--- src/ext_trig_pkg.sv ---
// constants, register map and state type of the external edge trigger sequencer
`default_nettype none
package ext_trig_pkg;
    localparam int CLK_PERIOD_NS = 10;
    localparam int US_NS = 1000;
    localparam int TICK_CYC = US_NS / CLK_PERIOD_NS;
    localparam int TRIG_HIGH_MIN_NS = 10;
    localparam int EDGE_EVENT_MIN_NS = 20;
    localparam int EDGE_EVENT_MAX_NS = 30;
    localparam int EDGE_EVENT_CYC = (EDGE_EVENT_MIN_NS + CLK_PERIOD_NS - 1) / CLK_PERIOD_NS;
    localparam logic [31:0] ACQ_MAX_US = 32'd335500;
    localparam logic [31:0] V0_INTEG_MIN_US = 32'd1;
    localparam logic [31:0] V0_INTEG_MAX_US = 32'd6000000;
    localparam logic [31:0] V0_BUSY1_MIN_US = 32'd1;
    localparam logic [31:0] V0_BUSY1_THR_US = 32'd218;
    localparam logic [31:0] V0_BUSY1_BASE_US = 32'd219;
    localparam logic [31:0] V0_BUSY2_US = 32'd218;
    localparam logic [31:0] V1_INTEG_MIN_US = 32'd3800;
    localparam logic [31:0] V1_INTEG_MAX_US = 32'd10000000;
    localparam logic [31:0] V1_BUSY1_US = 32'd3706;
    localparam logic [31:0] V1_BUSY2_US = 32'd3706;
    localparam logic [31:0] V2_INTEG_MIN_US = 32'd7200;
    localparam logic [31:0] V2_INTEG_MAX_US = 32'd5000000;
    localparam int V2_BUSY1_NS = 15;
    localparam logic [31:0] V2_BUSY1_CYC = 32'((V2_BUSY1_NS + CLK_PERIOD_NS - 1) / CLK_PERIOD_NS);
    localparam logic [31:0] V2_BUSY2_US = 32'd4977;
    localparam logic [7:0] OFS_CTRL = 8'h00;
    localparam logic [7:0] OFS_ACQ = 8'h04;
    localparam logic [7:0] OFS_INTEG = 8'h08;
    localparam logic [7:0] OFS_SS_DLY = 8'h0c;
    localparam logic [7:0] OFS_SS_WID = 8'h10;
    localparam logic [7:0] OFS_CS_PER = 8'h14;
    localparam logic [7:0] OFS_CS_OFF = 8'h18;
    localparam logic [7:0] OFS_STATUS = 8'h1c;
    localparam int CTRL_VAR_LSB = 0;
    localparam int CTRL_EN_BIT = 2;
    localparam int ST_READY_BIT = 3;
    localparam int ST_SS_BIT = 4;
    localparam int ST_CS_BIT = 5;
    localparam logic [31:0] CTRL_RST = 32'h00000004;
    localparam logic [31:0] INTEG_RST = 32'h000003e8;
    typedef enum logic [2:0] {
        st_idle, st_edge, st_busy1, st_delay, st_integ, st_busy2, st_xfer
    } acq_state_e;
endpackage
`default_nettype wire

--- src/ext_edge_trigger_acq_timing.sv ---
// external edge trigger acquisition sequencer with apb registers and strobes
//
// Our own choices: the APB register port and the register addresses.
`timescale 1ns/1ps
`default_nettype none
module ext_edge_trigger_acq_timing import ext_trig_pkg::*; (
    input wire logic pclk,
    input wire logic presetn,
    input wire logic psel,
    input wire logic penable,
    input wire logic pwrite,
    input wire logic [7:0] paddr,
    input wire logic [31:0] pwdata,
    output logic [31:0] prdata,
    output logic pready,
    output logic pslverr,
    input wire logic ext_trigger,
    input wire logic xfer_done,
    output logic xfer_req,
    output logic trig_ready,
    output logic single_strobe,
    output logic cont_strobe,
    output logic integrating
);
    function automatic logic [31:0] clamp(input logic [31:0] v, input logic [31:0] lo, input logic [31:0] hi);
        clamp = (v < lo) ? lo : ((v > hi) ? hi : v);
    endfunction

    acq_state_e state_r, state_nxt;
    logic [31:0] ctrl_r, acq_r, integ_r, ss_dly_r, ss_wid_r, cs_per_r, cs_off_r;
    logic [31:0] prdata_r, cnt_r, ev_us_r, cs_pos_r, len;
    logic [6:0] pre_r;
    logic [EDGE_EVENT_CYC-1:0] ev_pipe_r;
    logic trig_q_r, ss_r, cs_r, cs_run_r, load;

    // apb slave, zero wait states
    wire [1:0] variant = ctrl_r[CTRL_VAR_LSB +: 2];
    wire trig_en = ctrl_r[CTRL_EN_BIT];
    wire wr_en = psel && penable && pwrite;
    wire rd_setup = psel && !penable && !pwrite;
    wire addr_hit = (paddr[1:0] == 2'b00) && (paddr <= OFS_STATUS);
    wire [31:0] status_w = {26'h0, cs_r, ss_r, trig_ready, state_r};
    wire [31:0] rd_mux = (paddr == OFS_CTRL) ? ctrl_r :
                         (paddr == OFS_ACQ) ? acq_r :
                         (paddr == OFS_INTEG) ? integ_r :
                         (paddr == OFS_SS_DLY) ? ss_dly_r :
                         (paddr == OFS_SS_WID) ? ss_wid_r :
                         (paddr == OFS_CS_PER) ? cs_per_r :
                         (paddr == OFS_CS_OFF) ? cs_off_r :
                         (paddr == OFS_STATUS) ? status_w : 32'h0;
    assign prdata = prdata_r;
    assign pready = 1'b1;
    assign pslverr = psel && penable && !addr_hit;

    always_ff @(posedge pclk or negedge presetn) begin
        if (!presetn) begin
            ctrl_r <= CTRL_RST;
            acq_r <= 32'h0;
            integ_r <= INTEG_RST;
            ss_dly_r <= 32'h0;
            ss_wid_r <= 32'h0;
            cs_per_r <= 32'h0;
            cs_off_r <= 32'h0;
            prdata_r <= 32'h0;
        end else begin
            if (rd_setup) begin
                prdata_r <= addr_hit ? rd_mux : 32'h0;
            end
            if (wr_en && paddr == OFS_CTRL) ctrl_r <= pwdata;
            if (wr_en && paddr == OFS_ACQ) acq_r <= pwdata;
            if (wr_en && paddr == OFS_INTEG) integ_r <= pwdata;
            if (wr_en && paddr == OFS_SS_DLY) ss_dly_r <= pwdata;
            if (wr_en && paddr == OFS_SS_WID) ss_wid_r <= pwdata;
            if (wr_en && paddr == OFS_CS_PER) cs_per_r <= pwdata;
            if (wr_en && paddr == OFS_CS_OFF) cs_off_r <= pwdata;
        end
    end

    // effective timing values in microseconds, except the third variant's initial busy, which is in clock cycles
    wire [31:0] integ_min = (variant == 2'd1) ? V1_INTEG_MIN_US :
                            (variant == 2'd2) ? V2_INTEG_MIN_US : V0_INTEG_MIN_US;
    wire [31:0] integ_max = (variant == 2'd1) ? V1_INTEG_MAX_US :
                            (variant == 2'd2) ? V2_INTEG_MAX_US : V0_INTEG_MAX_US;
    wire [31:0] integ_eff = clamp(integ_r, integ_min, integ_max);
    wire [31:0] acq_eff = clamp(acq_r, 32'h0, ACQ_MAX_US);
    wire [31:0] v0_busy1 = (integ_eff >= V0_BUSY1_THR_US) ? V0_BUSY1_MIN_US : V0_BUSY1_BASE_US - integ_eff;
    wire [31:0] busy1_len = (variant == 2'd1) ? V1_BUSY1_US :
                            (variant == 2'd2) ? V2_BUSY1_CYC : v0_busy1;
    wire [31:0] busy2_len = (variant == 2'd1) ? V1_BUSY2_US :
                            (variant == 2'd2) ? V2_BUSY2_US : V0_BUSY2_US;

    // 1 us timebase, realigned on every trigger event
    wire tick = (pre_r == 7'(TICK_CYC - 1));
    wire edge_w = ext_trigger && !trig_q_r && trig_en && (state_r == st_idle);
    wire trig_event = ev_pipe_r[EDGE_EVENT_CYC-1];
    wire cnt_zero = (cnt_r == 32'h0);
    // the 15 ns busy of the third variant is counted in clock cycles
    wire step = (state_r == st_busy1 && variant == 2'd2) ? 1'b1 : tick;

    always_comb begin
        state_nxt = state_r;
        load = 1'b0;
        len = 32'h0;
        unique case (state_r)
            st_idle: begin
                if (edge_w) state_nxt = st_edge;
            end
            st_edge: begin
                if (trig_event) begin
                    state_nxt = st_busy1;
                    load = 1'b1;
                    len = busy1_len;
                end
            end
            st_busy1: begin
                if (cnt_zero) begin
                    state_nxt = st_delay;
                    load = 1'b1;
                    len = acq_eff;
                end
            end
            st_delay: begin
                if (cnt_zero) begin
                    state_nxt = st_integ;
                    load = 1'b1;
                    len = integ_eff;
                end
            end
            st_integ: begin
                if (cnt_zero) begin
                    state_nxt = st_busy2;
                    load = 1'b1;
                    len = busy2_len;
                end
            end
            st_busy2: begin
                if (cnt_zero) state_nxt = st_xfer;
            end
            st_xfer: begin
                if (xfer_done) state_nxt = st_idle;
            end
        endcase
    end

    always_ff @(posedge pclk or negedge presetn) begin
        if (!presetn) begin
            state_r <= st_idle;
            cnt_r <= 32'h0;
            trig_q_r <= 1'b0;
            ev_pipe_r <= '0;
            pre_r <= 7'h0;
        end else begin
            state_r <= state_nxt;
            trig_q_r <= ext_trigger;
            ev_pipe_r <= {ev_pipe_r[EDGE_EVENT_CYC-2:0], edge_w};
            pre_r <= (trig_event || tick) ? 7'h0 : pre_r + 7'h1;
            if (load) cnt_r <= len;
            else if (step && !cnt_zero) cnt_r <= cnt_r - 32'h1;
        end
    end

    // single strobe, timed from the trigger event
    wire in_win_nxt = (state_nxt == st_busy1) || (state_nxt == st_delay) || (state_nxt == st_integ);
    wire ss_on = (ss_wid_r != 32'h0) && (ev_us_r >= ss_dly_r) && ((ev_us_r - ss_dly_r) < ss_wid_r);

    always_ff @(posedge pclk or negedge presetn) begin
        if (!presetn) begin
            ev_us_r <= 32'h0;
            ss_r <= 1'b0;
        end else begin
            // cleared while idle so a count left from the last cycle cannot fire the strobe at the next event
            if (trig_event || state_r == st_idle) ev_us_r <= 32'h0;
            else if (tick && in_win_nxt) ev_us_r <= ev_us_r + 32'h1;
            ss_r <= ss_on && in_win_nxt;
        end
    end

    // continuous strobe: a zero off time means 50 percent duty
    wire per_ok = (cs_per_r != 32'h0) && (cs_per_r < integ_eff);
    wire [31:0] off_eff = (cs_off_r == 32'h0) ? (cs_per_r >> 1) :
                          (cs_off_r > cs_per_r) ? cs_per_r : cs_off_r;
    wire [31:0] cs_high = cs_per_r - off_eff;
    wire period_end = tick && (cs_pos_r == cs_per_r - 32'h1);

    always_ff @(posedge pclk or negedge presetn) begin
        if (!presetn) begin
            cs_pos_r <= 32'h0;
            cs_run_r <= 1'b0;
            cs_r <= 1'b0;
        end else begin
            if (load && state_nxt == st_integ) begin
                cs_pos_r <= 32'h0;
                cs_run_r <= per_ok;
            end else if (state_r == st_integ && period_end) begin
                cs_pos_r <= 32'h0;
                cs_run_r <= cs_run_r && (cs_per_r <= cnt_r - 32'h1);
            end else if (state_r == st_integ && tick) begin
                cs_pos_r <= cs_pos_r + 32'h1;
            end
            cs_r <= (state_r == st_integ) && cs_run_r && per_ok && (cs_pos_r < cs_high);
        end
    end

    assign single_strobe = ss_r;
    assign cont_strobe = cs_r;
    assign trig_ready = (state_r == st_idle);
    assign xfer_req = (state_r == st_xfer);
    assign integrating = (state_r == st_integ);
endmodule
`default_nettype wire

--- config.mk ---
export PLATFORM = sky130hd
export DESIGN_NAME = ext_edge_trigger_acq_timing
export DESIGN_NICKNAME = d
export VERILOG_FILES = /design/src/ext_trig_pkg.sv /design/src/ext_edge_trigger_acq_timing.sv
export SDC_FILE = /design/constraint.sdc
export NUM_CORES = 1
export LEC_CHECK = 0
export BUFFER_PORTS_ARGS = -buffer_cell sky130_fd_sc_hd__buf_2
export CAP_MARGIN = 20
export CORE_MARGIN = 2
export CORE_UTILIZATION = 55
export CTS_BUF_LIST = sky130_fd_sc_hd__clkbuf_16
export DETAILED_ROUTE_END_ITERATION = 7
export PLACE_DENSITY = 0.72
export SETUP_SLACK_MARGIN = 0.05
export SLEW_MARGIN = 0
export SYNTH_ARGS = -nofsm -noshare
export SYNTH_HDL_FRONTEND = slang
export SYNTH_SLANG_ARGS = --single-unit
--- constraint.sdc ---
create_clock -name pclk -period 12.5 [get_ports pclk]
set_input_delay 0.625 -clock pclk [delete_from_list [all_inputs] [get_ports pclk]]
set_output_delay 0.625 -clock pclk [all_outputs]
set_load 0.03 [all_outputs]
==> impl_metrics.json, run 1 <==
{
  "end_kind": "flop",
  "dp.final_hpwl_um": 68300,
  "cts_sinks": 368,
  "critPathArrivalTime_ps": 8280,
  "cp_common_cell": "a21oi_1",
  "vdd_drop_max_uv": 114,
  "r2r_end": "cont_strobe$_DFF_PN0_",
  "clk_pin_slew_ps": 60,
  "grt_max_degree": 79,
  "grt_pass1_vias": 22900,
  "crit_fanout": 13,
  "wire_per_inst_um": 25.2,
  "grt_pass1_wl_um": 138000,
  "area_growth_syn_to_layout_pct": 9.35,
  "worstMarginPinSlew_ps": 1000,
  "htreeDepth": 2,
  "core_um2": 48600,
  "die_area_um2": 50900,
  "hp-class": "in -> async",
  "drive_gt1_share_pct": 15.5,
  "crit_slowest_cell": "or4b_2",
  "fill_cells": 4215,
  "num_antenna_cells": 0,
  "regToRegStartpoint": "cs_per_r[17]$_DFFE_PN0P_",
  "power_density_nw_per_um2": 108,
  "synth-seq-area-share_pct": 34.1,
  "cts_resized": 0,
  "ys_seq_elements": 368,
  "clock-skew-final_ps": 26.7,
  "rsz0062_at_grt": "false",
  "max_freq_mhz": 128,
  "ys_warn_count": 0,
  "fin_nets": 3243,
  "reg2reg_depth": 32,
  "crit_type": "reg -> reg",
  "total_power_mw": 3.20,
  "p_leak_nw": 14.5,
  "wl_um": 90600,
  "die_h_um": 226,
  "cp_num_buf_inv": 2,
  "synth_cell_types": 87,
  "dpl_cell_area_um2": 28000,
  "maxSlewViolCount": 0,
  "netlist_top_cells_count": "dfrtp_1, ha_1, nor2_1",
  "slew_headroom_pct": 33.1,
  "yosys.area.top_type": "dfrtp_1",
  "post_cts_buffers": 0,
  "portBuffers": 84,
  "period_share_pct": 62.6,
  "synthesis.instances": 2889,
  "layout_setup_ws_ps": 4670,
  "pre_cts_slack_ps": 4800,
  "start_kind": "flop",
  "vias": 24000,
  "drt_first_pass_iters": 6,
  "violations": "negative hold slack",
  "grt_antenna_before_repair": 2,
  "globalRoute.totalOverflow": 0,
  "period_needed_ps": 7830,
  "root_buffer": "clkbuf_16",
  "rrSetupSlack_ps": 4670,
  "gp_congestion": 1.02,
  "synth_most_common_cell": "dfrtp_1",
  "synth.area.top_cells": "dfrtp_1, ha_1, mux2_2, xnor2_1, nor2_1",
  "final_area_um2": 29500,
  "ys_async_sr_fraction_pct": 100,
  "drtIter0Drc": 2908,
  "fin_tns_setup_ps": 0,
  "tritoncts": "done",
  "ant_nets": 0,
  "hold_violations": 2,
  "grt.total_usage_pct": 35.6,
  "finalSetupViolCount": 0,
  "max_cap_viol_count": 0,
  "cts_buffers": 43,
  "cpPeakStageDelay_ps": 660,
  "ios": 86,
  "netlist.area_leader.share_pct": 33.5,
  "fin_hold_ws_ps": -11.8,
  "syn_area_per_cell_um2": 9.34,
  "initial_core_util_pct": 55.5,
  "num_rows": 81,
  "critPathTopFamily": "compound AO/OA/AOI/OAI gates",
  "remaining_drc_errors": 0,
  "syn_area_um2": 27000,
  "synth_edf_count": 0,
  "hold_buffers": 0,
  "cts_max_path_buffers": 3,
  "outcome": "complete, but fails checks",
  "worstPathRequired_ps": 12950,
  "clk_latency_ps": 600,
  "vias_per_cell": 6.69,
  "die_x_um": 226,
  "synthFlopType": "dfrtp_1"
}
## stage by stage
step / utilization, % / instances
floorplan: - / 2897
global placement: 57.6 / 3514
detailed placement: 57.6 / 3514
CTS: 60.6 / 3593
global route: 60.7 / 3595
finish: 60.7 / 3595
## power breakdown
part           total (mW)  leakage, nW  switching (mW)  internal (mW)
sequential           1.22         5.09          0.0203           1.20
clock                1.31        0.731           0.551          0.759
combinational       0.662         8.66           0.413          0.249
total                3.20         14.5           0.985           2.21
## per-layer routing
metal  routed length [µm]  GRT usage, %
met2                39500          53.8
met5                   13             0
met3                 9120          8.11
met4                 4310          15.9
met1                37600          48.7
## flip-flops by register name, indices dropped and copies added (netlist names)
| name | cells |
|---|---|
| cs_off_r | 32 |
| integ_r | 32 |
| ev_us_r | 32 |
| cs_per_r | 32 |
| cont_strobe | 1 |
| ss_dly_r | 32 |
| cs_pos_r | 32 |
| ctrl_r | 32 |
| state_r | 3 |
| trig_q_r | 1 |
| pre_r | 7 |
| acq_r | 32 |
| prdata | 32 |
| single_strobe | 1 |
| ss_wid_r | 32 |
| cs_run_r | 1 |
| cnt_r | 32 |
| ev_pipe_r | 2 |
## final cells by class
type                    instances  area [µm²]  area share [%]
multi-input cells            2267       16800            57.1
clock inverters                36         364            1.23
repair buffers                117         698            2.37
well taps                     622         778            2.64
clock buffers                  43        1080            3.65
flip-flops and latches        368        9220            31.2
inverters                     142         533            1.81
## worst register-to-register path, delay by kind of cell (launching register included)
family / cells / cell delay (ps)
AO/OA/AOI/OAI: 18 / 3870
flip-flops: 1 / 540
XOR/XNOR: 1 / 140
adder cells (fa/ha/maj): 3 / 900
buffers and inverters: 2 / 250
AND/OR/NAND/NOR: 7 / 1790
multiplexers: 1 / 180
## worst max path at each step
stage                             start                     to  depth (start not counted)
2_1_floorplan  cs_per_r[16]$_DFFE_PN0P_  cont_strobe$_DFF_PN0_                         34
3_3_place_gp   cs_per_r[17]$_DFFE_PN0P_  cont_strobe$_DFF_PN0_                         32
3_5_place_dp   cs_per_r[17]$_DFFE_PN0P_  cont_strobe$_DFF_PN0_                         32
4_1_cts        cs_per_r[17]$_DFFE_PN0P_  cont_strobe$_DFF_PN0_                         32
5_1_grt        cs_per_r[17]$_DFFE_PN0P_  cont_strobe$_DFF_PN0_                         33
6_report       cs_per_r[17]$_DFFE_PN0P_  cont_strobe$_DFF_PN0_                         32
## cells by family after synthesis
family	Yosys count	share of synthesized area [%]
mux	230	9.57
simple gates	866	16.4
compound gates	696	17.4
buf+inv	262	3.71
other cells	1	0.0139
flops	368	34.1
fa+ha+maj	257	12.0
xor+xnor	209	6.78
## placed cells by master (no fill, tap or decap), types with 71 or more instances in the layout
cell	instances
a21o_1	95
a21oi_1	158
a22oi_1	71
buf_2	83
dfrtp_1	361
ha_1	255
inv_1	144
mux2_2	225
nand2_1	160
nand3_1	75
nor2_1	235
o21ai_0	114
xnor2_1	127
xor2_1	82
Note: power is estimated with default switching activity, not from simulation.
==> run 2, diff against run 1 <==
Clock period 12.5 ns to 7.6 ns, I/O delays scaled along.
==> run 2 against run 1 <==
  * The run ends with design-rule violations left
  * Critical endpoint unchanged
  * Sequential power is 64% higher
  * Combinational power is 71% higher
  * Non-clock buffer count is 31 higher
==> impl_metrics.json, run 2 (synthesis gave the netlist of run 1 again) <==
{
  "outcome": "complete, but fails checks",
  "violations": "design-rule violations",
  "vias_per_cell": 6.62,
  "gp_congestion": 0.975,
  "clk_pin_slew_ps": 60,
  "root_buffer": "clkbuf_16",
  "fin_util_pct": 61.1,
  "ios": 86,
  "fin_nets": 3274,
  "total_power_mw": 5.15,
  "drtIter0Drc": 2658,
  "drive_gt1_share_pct": 16.1,
  "vdd_drop_max_uv": 168,
  "hp-class": "in -> reg",
  "post_cts_buffers": 0,
  "maxSlewViolCount": 0,
  "num_rows": 81,
  "die_area_um2": 50900,
  "remaining_drc_errors": 2,
  "power_density_nw_per_um2": 173,
  "p_leak_nw": 14.6,
  "crit_slowest_cell": "or4b_2",
  "finalSetupViolCount": 0,
  "grt_max_degree": 166,
  "clock-skew-final_ps": 36.7,
  "cts_max_path_buffers": 3,
  "whs_endpoint": "state_r[2]$_DFF_PN0_",
  "grt_antenna_before_repair": 2,
  "hold_path_depth": 4,
  "most-common-layout-cells": "dfrtp_1, ha_1, nor2_1, mux2_2, nand2_1",
  "multi_input_area_um2": 16900,
  "top_layer_used": "met5",
  "layout_setup_ws_ps": 444,
  "cts_sinks": 368,
  "vias": 24000,
  "pre_cts_slack_ps": 121,
  "dr_wl_met3_um": 8100,
  "grt.total_usage_pct": 36.6,
  "initial_core_util_pct": 55.5,
  "m1WireLength_um": 40000,
  "drt_first_pass_iters": 8,
  "fill_cells": 4129,
  "end_kind": "flop",
  "rrSetupSlack_ps": 440,
  "tritoncts": "done",
  "hold_violations": 0,
  "crit_type": "reg -> reg",
  "rsz0062_at_grt": "false",
  "grt_pass1_vias": 23100,
  "start_kind": "flop",
  "clk_latency_ps": 610,
  "fin_hold_ws_ps": 124,
  "area_growth_syn_to_layout_pct": 10.1,
  "cpPeakStageDelay_ps": 670,
  "register_area_um2": 9220,
  "max_cap_viol_count": 0,
  "die_x_um": 226,
  "worstPathRequired_ps": 8060,
  "period_share_pct": 94.2,
  "ant_nets": 0,
  "period_needed_ps": 7160,
  "core_um2": 48600,
  "dp.final_hpwl_um": 70600,
  "portBuffers": 84,
  "fin_tns_setup_ps": 0,
  "wl_um": 93100,
  "crit_fanout": 12,
  "routed-wl-met2_um": 41000,
  "regToRegStartpoint": "cs_off_r[17]$_DFFE_PN0P_",
  "slew_headroom_pct": 31.0,
  "die_h_um": 226,
  "globalRoute.totalOverflow": 0,
  "htreeDepth": 2,
  "final_common_cell": "dfrtp_1",
  "wire_per_inst_um": 25.7,
  "r2r_end": "cont_strobe$_DFF_PN0_",
  "grt_pass1_wl_um": 141000,
  "critPathArrivalTime_ps": 7620,
  "reg2reg_depth": 32,
  "hp-start": "xfer_done",
  "cts_buffers": 43,
  "worstMarginPinSlew_ps": 1010,
  "max_freq_mhz": 140
}
[run 2: cell count changes in the layout (fill, tap and decap cells not counted), moves of 3 or more]
cell / previous run / this run
clkinv_2: 14 / 5
bufinv_16: 6 / 3
diode_2: 0 / 3
clkinv_1: 5 / 15
buf_4: 32 / 59
[run 2: layout make-up]
cell class	count	share of cell area (%)
Antenna cell	3	0.0253
Clock buffer	43	3.62
Clock inverter	33	0.888
Inverter	142	1.79
Multi-Input combinational cell	2267	56.8
Sequential cell	368	31.0
Tap cell	622	2.62
Timing Repair Buffer	148	3.20
[run 2: per-stage QoR]
stage | instance area (µm²) | cells
after CTS | 29600 | 3621
after global routing | 29700 | 3623
after floorplan | 27000 | 2897
final | 29700 | 3626
after global placement | 28300 | 3542
after detailed placement | 28300 | 3543
[run 2: layer usage]
layer / track usage [%] / up-vias
met3: 7.28 / 207
met2: 55.8 / 1022
met1: 50.9 / 11900
met5: 0 / -
li1: - / 10800
met4: 15.3 / 2
[run 2: repair_timing]
item                       CTS  global route
hold buffers                 2             0
hold endpoints to repair    80             0
resized for setup            0             9
setup endpoints to repair    0             1
[run 2: worst max path at each step]
stage          cells past startpoint               endpoint                      from
2_1_floorplan                     34  cont_strobe$_DFF_PN0_  cs_per_r[16]$_DFFE_PN0P_
3_3_place_gp                      30  cont_strobe$_DFF_PN0_  cs_off_r[17]$_DFFE_PN0P_
3_5_place_dp                      32  cont_strobe$_DFF_PN0_  cs_off_r[17]$_DFFE_PN0P_
4_1_cts                           32  cont_strobe$_DFF_PN0_  cs_off_r[17]$_DFFE_PN0P_
5_1_grt                           32  cont_strobe$_DFF_PN0_  cs_off_r[17]$_DFFE_PN0P_
6_report                          32  cont_strobe$_DFF_PN0_  cs_off_r[17]$_DFFE_PN0P_
[run 2: power by group]
group / leakage (nW) / switching, mW / internal [mW] / total, mW
clock: 0.671 / 0.884 / 1.14 / 2.02
sequential: 5.09 / 0.0264 / 1.98 / 2.00
combinational: 8.83 / 0.700 / 0.428 / 1.13
total: 14.6 / 1.61 / 3.54 / 5.15
[run 2: worst max-delay path, delay by kind of cell, from the launching register on]
kind | cells | cell delay (ps)
AO/OA/AOI/OAI | 18 | 3320
AND/OR/NAND/NOR | 7 | 1830
adder cells (fa/ha/maj) | 3 | 890
flip-flops | 1 | 420
buffers and inverters | 2 | 270
multiplexers | 1 | 150
XOR/XNOR | 1 | 140
